===== src/logic/fault_io_snapshot_pkg.sv =====
// Constants for the fault input/output snapshot register bank.
// Assumes a controller that pulses a fault event and reads the words by index.
package fault_io_snapshot_pkg;
	localparam int INPUT_COUNT = 8;
	localparam int OUTPUT_COUNT = 5;
	localparam int WORD_WIDTH = 16;
	localparam int HEX_DIGITS = 4;
	localparam logic [0:0] SEL_INPUT_SNAPSHOT = 1'h0;
	localparam logic [0:0] SEL_OUTPUT_SNAPSHOT = 1'h1;
	localparam logic [15:0] SNAPSHOT_RESET = 16'h0000;
	localparam logic [31:0] HEX_RESET = 32'h30303030;
	localparam logic [7:0] ASCII_ZERO = 8'h30;
	localparam logic [7:0] ASCII_LETTER_BASE = 8'h37;
	localparam logic [3:0] HEX_LETTER_MIN = 4'hA;
endpackage


===== src/logic/fault_io_snapshot.sv =====
// Fault snapshot of digital input and output levels, two read-only 16-bit words.
// Assumes faultEvent is a one-cycle pulse from core_clk logic; line inputs come from pins.
// Assumes the output line levels are produced by core_clk logic and need no sync.
// Assumes the reader holds readSelect and takes readData one clock later.
//
// Behaviour
// On a fault, inputs one to eight are stored in input word bits 0 to 7.
// A stored one means the line was active, zero means inactive.
// Input word bits 8 to 15 always read zero.
// On a fault, outputs one to five are stored in output word bits 0 to 4.
// Output word bits 5 to 15 always read zero.
// The selected word is also shown as four hex digits, least significant digit in the low byte.
// Words hold between faults; reads have no side effect; writes are ignored.
`timescale 1ns/1ps
module fault_io_snapshot
(
	input wire logic core_clk,
	input wire logic sys_rst,
	input wire logic faultEvent,
	input wire logic [7:0] digitalInputLine,
	input wire logic [4:0] digital_output_line,
	input wire logic readSelect,
	output logic [15:0] readData,
	output logic [15:0] fault_input_snapshot,
	output logic [15:0] fault_output_snapshot,
	output logic [31:0] readHexAscii
);
	logic [7:0] inSync1_r;
	logic [7:0] inSync2_r;
	logic [7:0] inSnap_r;
	logic [4:0] outSnap_r;
	logic [15:0] readData_nxt;
	logic [31:0] readHex_nxt;

	// Input pins cross into core_clk; outputs are our own logic so need no sync
	always_ff @(posedge core_clk)
	begin
		if (sys_rst)
		begin
			inSync1_r <= 8'h00;
			inSync2_r <= 8'h00;
		end
		else
		begin
			inSync1_r <= digitalInputLine;
			inSync2_r <= inSync1_r;
		end
	end

	// Inputs come from the second sync stage, so a pin edge needs two clocks
	// before a fault can see it; a faster fault stores the older level
	always_ff @(posedge core_clk)
	begin
		if (sys_rst)
		begin
			inSnap_r <= fault_io_snapshot_pkg::SNAPSHOT_RESET[7:0];
		end
		else if (faultEvent)
		begin
			inSnap_r <= inSync2_r;
		end
	end

	// Output levels are our own core_clk logic, so they are taken as they stand
	always_ff @(posedge core_clk)
	begin
		if (sys_rst)
		begin
			outSnap_r <= fault_io_snapshot_pkg::SNAPSHOT_RESET[4:0];
		end
		else if (faultEvent)
		begin
			outSnap_r <= digital_output_line;
		end
	end

	assign fault_input_snapshot = {8'h00, inSnap_r};
	assign fault_output_snapshot = {11'h000, outSnap_r};

	// Selected word feeds both the binary and the text read paths
	always_comb
	begin
		readData_nxt = fault_input_snapshot;
		if (readSelect == fault_io_snapshot_pkg::SEL_OUTPUT_SNAPSHOT)
		begin
			readData_nxt = fault_output_snapshot;
		end
	end

	// One text byte per hex digit, upper-case letters as the keypad shows them
	for (genvar d = 0; d < fault_io_snapshot_pkg::HEX_DIGITS; d++)
	begin : g_hex
		logic [3:0] nib;
		logic [7:0] digitText;
		logic [7:0] letterText;

		assign nib = readData_nxt[d*4 +: 4];
		assign digitText = fault_io_snapshot_pkg::ASCII_ZERO + {4'h0, nib};
		assign letterText = fault_io_snapshot_pkg::ASCII_LETTER_BASE + {4'h0, nib};
		assign readHex_nxt[d*8 +: 8] = (nib < fault_io_snapshot_pkg::HEX_LETTER_MIN) ? digitText : letterText;

		// Decode the text back against the binary word registered beside it
		hex_text_a: assert property (@(posedge core_clk) disable iff (sys_rst)
			((readData[d*4 +: 4] < 4'hA) && (readHexAscii[d*8 +: 8] == {4'h3, readData[d*4 +: 4]}))
			|| ((readData[d*4 +: 4] >= 4'hA) && (readHexAscii[d*8 +: 8] == (8'h40 + {4'h0, readData[d*4 +: 4]} - 8'h09))))
			else $error("hex text does not match read word");
	end

	// Registered read port; reads change no state
	always_ff @(posedge core_clk)
	begin
		if (sys_rst)
		begin
			readData <= fault_io_snapshot_pkg::SNAPSHOT_RESET;
			readHexAscii <= fault_io_snapshot_pkg::HEX_RESET;
		end
		else
		begin
			readData <= readData_nxt;
			readHexAscii <= readHex_nxt;
		end
	end

	in_hold_a: assert property (@(posedge core_clk) disable iff (sys_rst)
		!faultEvent |=> $stable(fault_input_snapshot) && $stable(fault_output_snapshot))
		else $error("snapshot changed without fault");
	in_capture_a: assert property (@(posedge core_clk) disable iff (sys_rst)
		faultEvent |=> fault_input_snapshot[7:0] == $past(inSync2_r))
		else $error("input snapshot wrong");
	out_capture_a: assert property (@(posedge core_clk) disable iff (sys_rst)
		faultEvent |=> fault_output_snapshot[4:0] == $past(digital_output_line))
		else $error("output snapshot wrong");
	in_upper_a: assert property (@(posedge core_clk) disable iff (sys_rst)
		fault_input_snapshot[15:8] == 8'h00)
		else $error("input upper bits nonzero");
	out_upper_a: assert property (@(posedge core_clk) disable iff (sys_rst)
		fault_output_snapshot[15:5] == 11'h000)
		else $error("output upper bits nonzero");
	// The antecedent keeps the release edge out: the word there is still the reset one
	read_data_a: assert property (@(posedge core_clk) disable iff (sys_rst)
		!sys_rst |=> readData == ($past(readSelect) ? $past(fault_output_snapshot) : $past(fault_input_snapshot)))
		else $error("read data mismatch");

	hex_top_a: assert property (@(posedge core_clk) disable iff (sys_rst)
		##1 readHexAscii[31:16] == 16'h3030)
		else $error("upper hex digits not zero");
	active_bit_a: assert property (@(posedge core_clk) disable iff (sys_rst)
		faultEvent && inSync2_r[0] |=> fault_input_snapshot[0] == 1'b1)
		else $error("active line not stored as one");

	in_inactive_a: assert property (@(posedge core_clk) disable iff (sys_rst)
		faultEvent && !inSync2_r[7] |=> fault_input_snapshot[7] == 1'b0)
		else $error("inactive line not stored as zero");

	out_active_a: assert property (@(posedge core_clk) disable iff (sys_rst)
		faultEvent && digital_output_line[4] |=> fault_output_snapshot[4] == 1'b1)
		else $error("active output not stored as one");

	out_inactive_a: assert property (@(posedge core_clk) disable iff (sys_rst)
		faultEvent && !digital_output_line[0] |=> fault_output_snapshot[0] == 1'b0)
		else $error("inactive output not stored as zero");

	read_upper_a: assert property (@(posedge core_clk) disable iff (sys_rst)
		readData[15:8] == 8'h00)
		else $error("read word upper byte nonzero");

	// Everything a reader can see must be back at its reset value after a reset edge
	reset_state_a: assert property (@(posedge core_clk)
		sys_rst |=> (readData == fault_io_snapshot_pkg::SNAPSHOT_RESET)
			&& (readHexAscii == fault_io_snapshot_pkg::HEX_RESET)
			&& (fault_input_snapshot == fault_io_snapshot_pkg::SNAPSHOT_RESET)
			&& (fault_output_snapshot == fault_io_snapshot_pkg::SNAPSHOT_RESET))
		else $error("state not cleared by reset");

	// Two flops exactly: one more would let a fault miss a level the pins held
	sync_pipe_a: assert property (@(posedge core_clk) disable iff (sys_rst)
		!sys_rst |-> ##2 inSync2_r == $past(digitalInputLine, 2))
		else $error("input sync latency wrong");

	// Bit placement, one check per line so a swapped pair cannot hide
	for (genvar i = 0; i < fault_io_snapshot_pkg::INPUT_COUNT; i++)
	begin : g_in_bit
		in_bit_a: assert property (@(posedge core_clk) disable iff (sys_rst)
			faultEvent |=> fault_input_snapshot[i] == $past(inSync2_r[i]))
			else $error("input bit stored in wrong place");
	end

	for (genvar i = 0; i < fault_io_snapshot_pkg::OUTPUT_COUNT; i++)
	begin : g_out_bit
		out_bit_a: assert property (@(posedge core_clk) disable iff (sys_rst)
			faultEvent |=> fault_output_snapshot[i] == $past(digital_output_line[i]))
			else $error("output bit stored in wrong place");
	end

	// Back-to-back faults: the second one must overwrite the first in the output word
	last_wins_a: assert property (@(posedge core_clk) disable iff (sys_rst)
		faultEvent ##1 faultEvent |=> fault_output_snapshot[4:0] == $past(digital_output_line))
		else $error("later fault did not win");
endmodule


===== config.mk =====
export PLATFORM = sky130hd
export DESIGN_NAME = fault_io_snapshot
export DESIGN_NICKNAME = d
export VERILOG_FILES = /design/src/logic/fault_io_snapshot_pkg.sv /design/src/logic/fault_io_snapshot.sv
export SDC_FILE = /design/constraint.sdc
export NUM_CORES = 1
export LEC_CHECK = 0
export ABC_CLOCK_PERIOD_IN_PS = 1800
export BUFFER_PORTS_ARGS = -buffer_cell sky130_fd_sc_hd__buf_4
export CAP_MARGIN = 15
export CORE_ASPECT_RATIO = 1.2
export CORE_MARGIN = 2
export CORE_UTILIZATION = 45
export DETAILED_ROUTE_END_ITERATION = 16
export PLACE_DENSITY = 0.78
export SLEW_MARGIN = 20
export SYNTH_ARGS = -nofsm -noshare
export SYNTH_HDL_FRONTEND = slang
export SYNTH_SLANG_ARGS = --single-unit

===== constraint.sdc =====
create_clock -name core_clk -period 1.8 [get_ports core_clk]
set_input_delay 0.36 -clock core_clk [delete_from_list [all_inputs] [get_ports core_clk]]
set_output_delay 0.36 -clock core_clk [all_outputs]
set_load 0.01 [all_outputs]

==> After elaboration in Yosys (flattened, before gate mapping) <==
Index checks and enable logic that the tools add are counted.
{ "classes": {"n_addsub": 8, "n_mul": 0, "div": 0, "order_cmp": 4, "n_eq_ne": 0, "shift": 0, "muxes": 5, "bitwise": 0, "reduce_logical": 0} }
{ "op_table": {"columns": ["op", "n"], "rows": [
  ["6-bit by 4-bit adder with 7-bit output (first input constant)", 4],
  ["6-bit by 4-bit adder with 7-bit output (both inputs constant)", 4],
  ["7-bit two-way mux", 4],
  ["4-bit < comparator (both inputs constant)", 2],
  ["4-bit < comparator (second input constant)", 2],
  ["8-bit two-way mux", 1]
]} }
{ "word_totals": {"reg_bits": 77, "latchBits": 0, "ramBits": 0, "romBits": 0, "inputBits": 17, "out_inout_bits": 80, "elab_cells": 23, "memories": 0} }

==> Logic depth before layout (Yosys ltp) <==
Gate-level depths: netlist of run 1.
{ "logic_depth": {"depth_word": 3, "ltp_mapped": 6} }

==> Least setup slack after synthesis of run 1 <==
OpenSTA, ideal clock, no wires.
{ "synth_timing": {"path_kind": "input-to-reg", "startpoint": "input readSelect", "endpoint": "register readHexAscii[9]", "setup_time_ns": 0.115, "arrival_ns": 1.370, "required_ns": 1.685, "path_slack_ns": 0.315, "stages": 4, "n_path_buf": 1, "cell_sequence": "buf_6 mux2i_1 ha_1 a2111oi_0"} }
{ "synth_between": {"elab_chain_len": 3, "elab_cells_between_ends": 5} }
{ "synth_lines": {"columns": ["element", "line", "text"], "rows": [
  ["start, declared", "fault_io_snapshot.sv:22", "input wire logic readSelect,"],
  ["8-bit two-way mux *", "fault_io_snapshot.sv:84", "if (readSelect == fault_io_snapshot_pkg::SEL_OUTPUT_SNAPSHOT)"],
  ["6-bit by 4-bit adder with 7-bit output (tied with other cells)", "fault_io_snapshot.sv:99", "assign letterText = fault_io_snapshot_pkg::ASCII_LETTER_BASE + {4'h0, nib};"],
  ["7-bit two-way mux *", "fault_io_snapshot.sv:100", "assign readHex_nxt[d*8 +: 8] = (nib < fault_io_snapshot_pkg::HEX_LETTER_MIN) ? digitText : letterText;"],
  ["end signal, assigned", "fault_io_snapshot.sv:115", "readHexAscii <= fault_io_snapshot_pkg::HEX_RESET;"],
  ["end signal, assigned", "fault_io_snapshot.sv:120", "readHexAscii <= readHex_nxt;"],
  ["end, declared", "fault_io_snapshot.sv:26", "output logic [31:0] readHexAscii"]
]} }
Every way passes the cells marked *; elsewhere a longest branch is shown, timed or not.
A chain may end at the register's enable or synchronous reset.

==> Worst setup path in the final report of run 1 <==
{ "layout_timing": {"startpoint": "register inSnap_r[6]", "endpoint": "output fault_input_snapshot[6]"} }
{ "layout_rtl": {"columns": ["element", "line", "text"], "rows": [
  ["start, declared", "fault_io_snapshot.sv:30", "logic [7:0] inSnap_r;"],
  ["start signal, assigned", "fault_io_snapshot.sv:56", "inSnap_r <= fault_io_snapshot_pkg::SNAPSHOT_RESET[7:0];"],
  ["start signal, assigned", "fault_io_snapshot.sv:60", "inSnap_r <= inSync2_r;"],
  ["end, declared", "fault_io_snapshot.sv:24", "output logic [15:0] fault_input_snapshot,"]
]} }
No word-level cell between the ends.

==> results.py, run 1 <==
metrics = {
    "run_status": {
        "status": "completed",
    },
    "logic_synthesis": {
        "synth_compound_area_frac": 0.0497,
        "synth.avg_cell_area_um2": 10.3,
        "synth_cell_types": 31,
        "synth_mux_area_frac": 0.0968,
        "ys_warn_count": 0,
        "synth-simple-area-share": 0.145,
        "synth_top_family_by_area": "buffers and inverters",
        "synth_xor_area_frac": 0,
        "synthesis.area_mm2": 0.00202,
        "ys_seq_area_frac": 0.507,
        "syn_inst": 196,
        "synthAdderAreaFrac": 0.0124,
        "yosys_register_bits": 51,
    },
    "sta": {
        "fin_tns_setup_ns": 0,
        "finalClockSkew_ns": 0.00437,
        "final-hold-violation-count": 0,
        "drv_slew": 0,
        "setup_violations": 0,
        "rsz0062_at_grt": "false",
        "period_minus_slack_ns": 1.31,
        "min_period_over_period": 0.730,
        "fmax_ghz": 0.761,
    },
    "clock_tree": {
        "hold_buffers": 0,
        "cts_max_path_buffers": 2,
        "clkLatencyLatePin_ns": 0.29,
        "cts_tree": "done",
        "root_buffer": "clkbuf_8",
        "cts.clk_slew.worst_paths_ns": 0.08,
        "postCtsSetupBuffers": 0,
        "ctsResizeCount": 0,
        "clock_sink_count": 51,
        "cts_buffers": 5,
        "htreeDepth": 2,
    },
    "critical_path": {
        "critPathKind": "flip-flop to output pin",
        "critPathBufInv": 1,
        "regToRegStartpoint": "inSnap_r[5]$_SDFFE_PP0P_",
        "r2r_cells": 3,
        "critPathTopFamily": "flip-flops",
        "startpoint_type": "flip-flop",
        "ff2ff_setup_slack_ns": 0.49,
        "required_ns": 1.44,
        "crit_path_max_incr_delay_ns": 0.49,
        "cp_cell_sequence": "buf_4",
        "crit_slowest_cell": "dfxtp_1",
        "cp-end-kind": "output pin",
        "worst_ep_arrival_time_ns": 0.95,
        "path_max_fanout": 9,
        "r2r-end": "readHexAscii[9]$_SDFF_PP0_",
    },
    "global_route": {
        "grt_usage": 0.127,
        "antenna_found_initial": 0,
        "grt_pass1_vias": 1135,
        "grt_pass1_wl_mm": 5.00,
        "grt_max_degree": 43,
        "overflow": 0,
    },
    "die": {
        "num_rows": 26,
        "die_h_um": 77.3,
        "initial_utilization": 0.469,
        "coreArea_mm2": 0.00429,
        "dieArea_mm2": 0.00503,
        "io_pins": 97,
        "dieWidth_um": 65.1,
    },
    "routing": {
        "dr.pass1.iters": 4,
        "drc": 0,
        "routedWlPerCell_um": 10.0,
        "drt_wl_total_mm": 3.06,
        "top_layer_used": "met4",
        "wl_met3_um": 373,
        "met1Wirelength_mm": 1.21,
        "viasPerCell": 4.23,
        "num_vias": 1290,
        "met2_wirelength_mm": 1.45,
        "drt.antenna.violating_nets": 0,
        "drt_iter0_markers": 97,
    },
    "final_layout": {
        "area_growth_pct": 18.1,
        "fillers": 426,
        "drive_above_1_share": 0.265,
        "final_cells": 305,
        "nNetsFinal": 267,
        "diodes": 0,
    },
    "hold_path": {
        "hold_class": "input pin to flip-flop",
        "whs_path_depth": 2,
        "hold_path_startpoint": "digitalInputLine[3]",
        "holdPathEnd": "inSync1_r[3]$_SDFF_PP0_",
    },
    "place": {
        "post-dp-hpwl_mm": 2.21,
        "routabilityCongestion": 0.834,
        "dp.cells": 297,
        "io_buffers": 51,
    },
    "pwr": {
        "power_density_mw_per_mm2": 869,
        "ir_drop_mv": 0.329,
        "power_leakage_nw": 1.13,
    },
    "run": {
        "maxCapViolCount": 0,
    },
}
## placed cells by master (no fill, tap or decap), types with 2 or more instances in the layout
master / n
buf_4: 54
dfxtp_1: 51
conb_1: 45
nor2_1: 20
nor2b_1: 18
mux2i_1: 17
clkbuf_8: 7
nand2_1: 4
nor3_1: 4
a21oi_1: 4
and2_1: 3
a21o_1: 2
o21a_1: 2
ha_1: 2
## sequential cells by signal, indices dropped and copies added, names as in the netlist
register / flops
outSnap_r: 5
inSync2_r: 8
readHexAscii: 14
readData: 8
inSync1_r: 8
inSnap_r: 8
## final cells by class
class	count	area, µm²	share of cell area
well taps	56	70.1	0.0294
clock buffers	7	96.3	0.0405
clock inverters	1	7.51	0.00315
flip-flops and latches	51	1020	0.429
repair buffers	54	405	0.170
multi-input cells	136	781	0.328
## synth_stat cells
library cell	number	share of area
a2111oi_0	1	0.0043
a211oi_2	1	0.0062
a21o_1	2	0.0074
a21oi_1	4	0.0099
and2_0	1	0.0031
and2_1	3	0.0093
and4b_1	1	0.0050
buf_2	3	0.0074
buf_4	45	0.17
buf_6	1	0.0056
clkbuf_1	3	0.0056
conb_1	2	0.0037
dfxtp_1	51	0.51
ha_1	2	0.012
mux2_2	1	0.0056
mux2i_1	17	0.084
mux2i_2	1	0.0068
nand2_1	4	0.0074
nand2b_1	1	0.0031
nand3_1	1	0.0025
nand4b_1	1	0.0043
nor2_1	20	0.037
nor2b_1	18	0.056
nor3_1	4	0.0099
nor3b_1	1	0.0037
nor4_1	1	0.0031
o21a_1	2	0.0074
o21ai_0	1	0.0025
o21ai_1	1	0.0025
o21ba_2	1	0.0050
o31a_1	1	0.0043
## per-layer routing
metal / global-route usage / vias up
li1: - / 645
met1: 0.141 / 558
met2: 0.221 / 85
met3: 0.0352 / 2
met4: 0.0563 / 0
met5: 0 / -
## stage by stage
stage	worst slack (ns)	instance area, µm²	power, W	hold slack [ns]	util
2_1_floorplan	0.315	2180	0.00142	0.414	-
3_3_place_gp	0.309	2280	0.00142	0.418	0.530
3_5_place_dp	0.218	2280	0.00142	0.422	0.530
4_1_cts	0.466	2380	0.00210	0.267	0.554
5_1_grt	0.380	2380	0.00217	0.268	0.554
6_report	0.485	2380	0.00207	0.277	0.554
## cells by family after synthesis
kind of cell	Yosys count
simple gates	56
flops	51
compound gates	14
fa+ha+maj	2
other cells	2
buf+inv	52
mux	19
## worst max path at each step
stage	cells after the start	start	slack (ns)	endpoint
global route	3	inSnap_r[5]$_SDFFE_PP0P_	0.38	readHexAscii[9]$_SDFF_PP0_
global placement	4	readSelect	0.31	readHexAscii[9]$_SDFF_PP0_
detailed placement	4	readSelect	0.22	readHexAscii[9]$_SDFF_PP0_
finish	1	inSnap_r[6]$_SDFFE_PP0P_	0.49	fault_input_snapshot[6]
floorplan	4	readSelect	0.32	readHexAscii[9]$_SDFF_PP0_
CTS	3	inSnap_r[5]$_SDFFE_PP0P_	0.47	readHexAscii[9]$_SDFF_PP0_
## power by group
part | total [W] | switching (W) | internal [W]
logic | 0.000211 | 0.000121 | 0.0000901
registers | 0.00118 | 0.0000187 | 0.00116
clock network | 0.000675 | 0.000326 | 0.000349
total | 0.00207 | 0.000466 | 0.00160
No activity file was read; power rests on OpenSTA's default activity.
==> inputs of run 2 (changes only) <==
Settings changed: ABC_CLOCK_PERIOD_IN_PS 1800 to 1070, CORE_UTILIZATION 45 to 41, PLACE_DENSITY 0.78 to 0.75.
Clock period 1.8 ns to 1.07 ns, I/O delays scaled along.
==> results.py, run 2 (same netlist as run 1, synthesis figures left out) <==
metrics = {
    "run_status": {
        "status": "finished, violations left",
        "violations": "setup timing",
    },
    "final_layout": {
        "fillers": 403,
        "diodes": 0,
        "layout_commonest_cell": "buf_4",
        "largest_reg_flops": 14,
        "fin_util": 0.594,
        "mostFrequentLayoutCells": "buf_4, conb_1, dfxtp_1",
        "drive_above_1_share": 0.413,
        "area_growth_pct": 37.4,
        "nNetsFinal": 287,
        "top_register": "readHexAscii",
    },
    "routing": {
        "drt_wl_total_mm": 3.85,
        "viasPerCell": 4.22,
        "num_vias": 1381,
        "drc": 0,
        "drt.antenna.violating_nets": 0,
        "dr.pass1.iters": 4,
        "routedWlPerCell_um": 11.8,
        "drt_iter0_markers": 105,
    },
    "place": {
        "post-dp-hpwl_mm": 2.54,
        "io_buffers": 51,
        "routabilityCongestion": 0.790,
    },
    "critical_path": {
        "r2r_cells": 5,
        "path_depth": 5,
        "cp-end-kind": "flip-flop",
        "crit_slowest_cell": "dfxtp_2",
        "required_ns": 1.26,
        "startpoint_type": "flip-flop",
        "crit_path_max_incr_delay_ns": 0.35,
        "critPathKind": "flip-flop to flip-flop",
        "path_max_fanout": 3,
        "critPathTopFamily": "simple AND/OR/NAND/NOR gates",
        "ff2ff_setup_slack_ns": -0.20,
        "cp_cell_sequence": "mux2i_4 > ha_4 > and4b_1 > a21oi_1 > nor3_1",
        "critPathBufInv": 0,
        "worst_ep_arrival_time_ns": 1.45,
    },
    "pwr": {
        "power_density_mw_per_mm2": 1300,
        "power_leakage_nw": 1.27,
        "ir_drop_mv": 0.734,
        "totalPowerFinal_w": 0.00360,
    },
    "clock_tree": {
        "cts_tree": "done",
        "htreeDepth": 2,
        "hold_buffers": 0,
        "clock_sink_count": 51,
        "cts_buffers": 5,
        "cts_max_path_buffers": 2,
        "clkLatencyLatePin_ns": 0.28,
        "root_buffer": "clkbuf_8",
        "cts.clk_slew.worst_paths_ns": 0.08,
    },
    "global_route": {
        "overflow": 0,
        "grt_max_degree": 25,
        "grt_pass1_wl_mm": 5.46,
        "grt_usage": 0.130,
        "grt_pass1_vias": 1220,
        "antenna_found_initial": 0,
    },
    "run": {
        "maxCapViolCount": 0,
    },
    "sta": {
        "final-hold-violation-count": 0,
        "holdWs_ns": 0.137,
        "setup_violations": 4,
        "drv_slew": 0,
        "layout_setup_ws_ns": -0.197,
        "min_period_over_period": 1.18,
        "rsz0062_at_grt": "true",
        "fmax_ghz": 0.789,
        "period_minus_slack_ns": 1.27,
        "finalClockSkew_ns": 0.00266,
    },
    "hold_path": {
        "whs_path_depth": 2,
        "hold_class": "input pin to flip-flop",
    },
    "die": {
        "dieArea_mm2": 0.00550,
        "coreArea_mm2": 0.00466,
        "die_h_um": 80.8,
        "io_pins": 97,
        "initial_utilization": 0.432,
        "num_rows": 27,
        "dieWidth_um": 68.0,
    },
}
run 2: cell types whose count changed in the layout (fill, tap and decap cells not counted), moves of 3 or more:
cell | previous run | this run
buf_4 | 54 | 57
mux2i_4 | 0 | 4
dfxtp_1 | 51 | 38
buf_6 | 0 | 16
mux2i_1 | 17 | 13
dfxtp_2 | 0 | 8
dfxtp_4 | 0 | 5
run 2: path summary, 6_finish.rpt:
check / from / end
max: outSnap_r[4]$_SDFFE_PP0P_ / readHexAscii[10]$_SDFF_PP0_
min: digitalInputLine[2] / inSync1_r[2]$_SDFF_PP0_
max reg2reg: outSnap_r[4]$_SDFFE_PP0P_ / readHexAscii[10]$_SDFF_PP0_
min reg2reg: inSync1_r[2]$_SDFF_PP0_ / inSync2_r[2]$_SDFF_PP0_
run 2: what timing repair did:
action,in CTS,in global routing
resized for setup,30,23
buffers inserted,2,3
endpoints found under the hold margin,0,0
setup endpoints to repair,19,19
pin swaps,0,5
run 2: final cells by class:
cell class | count | area (µm²) | share of cell area
flip-flops and latches | 51 | 1050 | 0.379
multi-input cells | 136 | 918 | 0.332
repair buffers | 74 | 628 | 0.227
clock buffers | 8 | 100 | 0.0361
well taps | 58 | 72.6 | 0.0262
run 2: per-stage QoR:
stage | std cells | setup slack, ns | area [µm²] | TNS, ns
final | 327 | -0.197 | 2770 | -0.302
after global routing | 327 | -0.219 | 2770 | -0.869
after CTS | 324 | -0.0511 | 2640 | -0.264
after detailed placement | 314 | -0.280 | 2420 | -1.68
after global placement | 314 | -0.230 | 2420 | -1.15
after floorplan | 239 | -0.143 | 2200 | -0.459
run 2: report_power, final:
group          internal, W  switching, W  total (W)
clock network     0.000590      0.000541    0.00113
logic             0.000231      0.000248   0.000479
registers          0.00195     0.0000398    0.00199
total              0.00277      0.000828    0.00360
run 2: routing by layer:
layer  track usage  vias up  wire, µm
met5             0        -         0
met4        0.0400        0        23
met3        0.0374        2       362
met2         0.226       86      1900
met1         0.153      602      1570
li1              -      691         -
==> inputs of run 3 (changes only) <==
Settings changed: ABC_AREA set to 1, CORE_UTILIZATION 41 to 42, PLACE_DENSITY 0.75 to 0.76.
==> results.py, run 3 <==
metrics = {
    "run_status": {
        "status": "finished, violations left",
        "violations": "setup timing",
    },
    "logic_synthesis": {
        "syn_inst": 245,
        "synth_mux_area_frac": 0,
        "synthTopCellsByCount": "dfxtp_1, buf_4, inv_1",
        "synth-simple-area-share": 0.182,
        "synth_top_area_frac": 0.481,
        "ys_seq_area_frac": 0.481,
        "synthAdderAreaFrac": 0.0118,
        "async_flop_share": 0,
        "ys_warn_count": 0,
        "synth_compound_area_frac": 0.0819,
        "synthTopCellsByArea": "dfxtp_1, buf_4, inv_1, nor2_1, nand2_1",
        "synthesis.area_mm2": 0.00212,
        "synth_flop_cell": "dfxtp_1",
        "yosys.cell_count.top_type": "dfxtp_1",
        "synth_top_family_by_area": "buffers and inverters",
        "synth.avg_cell_area_um2": 8.67,
        "synth_cell_types": 27,
        "yosys_register_bits": 51,
        "synth_xor_area_frac": 0,
        "synth_top_area_cell": "dfxtp_1",
        "synth_edf_count": 0,
    },
    "final_layout": {
        "top_register": "readHexAscii",
        "fin_util": 0.556,
        "drive_above_1_share": 0.390,
        "layout_commonest_cell": "buf_4",
        "diodes": 0,
        "nNetsFinal": 331,
        "mostFrequentLayoutCells": "buf_4, conb_1, dfxtp_1",
        "area_growth_pct": 28.4,
        "fillers": 463,
        "largest_reg_flops": 14,
    },
    "sta": {
        "fmax_ghz": 0.874,
        "drv_slew": 0,
        "layout_setup_ws_ns": -0.0736,
        "finalClockSkew_ns": 0.00635,
        "setup_violations": 7,
        "period_minus_slack_ns": 1.14,
        "holdWs_ns": 0.101,
        "min_period_over_period": 1.07,
        "rsz0062_at_grt": "true",
        "final-hold-violation-count": 0,
    },
    "critical_path": {
        "path_max_fanout": 2,
        "cp-end-kind": "flip-flop",
        "startpoint_type": "flip-flop",
        "critPathKind": "flip-flop to flip-flop",
        "required_ns": 1.32,
        "ff2ff_setup_slack_ns": -0.07,
        "worst_ep_arrival_time_ns": 1.39,
    },
    "routing": {
        "num_vias": 1526,
        "viasPerCell": 4.09,
        "drt.antenna.violating_nets": 0,
        "drt_iter0_markers": 52,
        "drt_wl_total_mm": 3.88,
        "drc": 0,
        "routedWlPerCell_um": 10.4,
        "dr.pass1.iters": 4,
    },
    "place": {
        "post-dp-hpwl_mm": 2.80,
        "pre_cts_ws_ns": -0.156,
        "routabilityCongestion": 0.804,
        "io_buffers": 51,
    },
    "clock_tree": {
        "clock_sink_count": 51,
        "hold_buffers": 0,
        "clkLatencyLatePin_ns": 0.30,
        "cts.clk_slew.worst_paths_ns": 0.09,
        "htreeDepth": 2,
        "cts_tree": "done",
        "cts_max_path_buffers": 2,
        "cts_buffers": 5,
        "root_buffer": "clkbuf_8",
    },
    "die": {
        "num_rows": 28,
        "dieArea_mm2": 0.00565,
        "die_h_um": 81.9,
        "io_pins": 97,
        "coreArea_mm2": 0.00490,
        "dieWidth_um": 68.9,
        "initial_utilization": 0.433,
    },
    "run": {
        "maxCapViolCount": 0,
    },
    "global_route": {
        "grt_pass1_vias": 1378,
        "antenna_found_initial": 0,
        "grt_max_degree": 24,
        "grt_usage": 0.139,
        "grt_pass1_wl_mm": 5.75,
        "overflow": 0,
    },
    "hold_path": {
        "hold_class": "input pin to flip-flop",
    },
    "pwr": {
        "power_density_mw_per_mm2": 1380,
        "power_leakage_nw": 1.36,
        "ir_drop_mv": 0.494,
        "totalPowerFinal_w": 0.00377,
    },
}
run 3: cell families (layout without fill, tap and decap cells):
kind of cell / count (synthesis) / in the layout
buf+inv: 87 / 112
compound gates: 31 / 31
fa+ha+maj: 2 / 2
flops: 51 / 51
other cells: 2 / 45
simple gates: 72 / 72
run 3: area by class of cell:
cell class / count / area [µm²] / share of cell area
Clock buffer: 7 / 76.3 / 0.0280
Clock inverter: 1 / 5.00 / 0.00183
Inverter: 35 / 131 / 0.0482
Multi-Input combinational cell: 150 / 817 / 0.300
Sequential cell: 51 / 1030 / 0.379
Tap cell: 60 / 75.1 / 0.0275
Timing Repair Buffer: 69 / 589 / 0.216
run 3: metrics by stage:
stage / cell area (µm²) / setup TNS [ns] / instances
3_5_place_dp: 2520 / -0.917 / 360
2_1_floorplan: 2310 / -0.0573 / 288
5_1_grt: 2730 / -0.631 / 373
6_report: 2730 / -0.192 / 373
4_1_cts: 2690 / -0.283 / 372
3_3_place_gp: 2520 / -0.697 / 360
run 3: layer usage:
layer,wire [µm],track usage
met4,81,0.0804
met5,0,0
met1,1390,0.125
met3,415,0.0521
met2,2000,0.258
run 3: what timing repair did:
action | in CTS | in global routing
pin swaps | 6 | 4
setup endpoints to repair | 14 | 16
gates cloned | 0 | 0
resized for setup | 17 | 13
buffers inserted | 6 | 2
run 3: critical path, cell delays in order, from the launching register on:
cell and delay (ns):
dfxtp_2 0.33, or2_1 0.22, o21ai_2 0.09, ha_4 0.16, nand3_2 0.07, nor2_1 0.09
nand3_1 0.07, nand2_1 0.06
run 3: worst paths after layout:
| kind | startpoint | end | cells after the start |
|---|---|---|---|
| hold reg to reg | inSync1_r[3]$_SDFF_PP0_ | inSync2_r[3]$_SDFF_PP0_ | 2 |
| hold / removal | digitalInputLine[2] | inSync1_r[2]$_SDFF_PP0_ | 3 |
| setup reg to reg | inSnap_r[0]$_SDFFE_PP0P_ | readHexAscii[2]$_SDFF_PP0_ | 7 |
| setup / recovery | inSnap_r[0]$_SDFFE_PP0P_ | readHexAscii[2]$_SDFF_PP0_ | 7 |
run 3: power breakdown:
part           internal, W  switching [W]
sequential         0.00200      0.0000440
combinational     0.000300       0.000364
clock             0.000460       0.000601
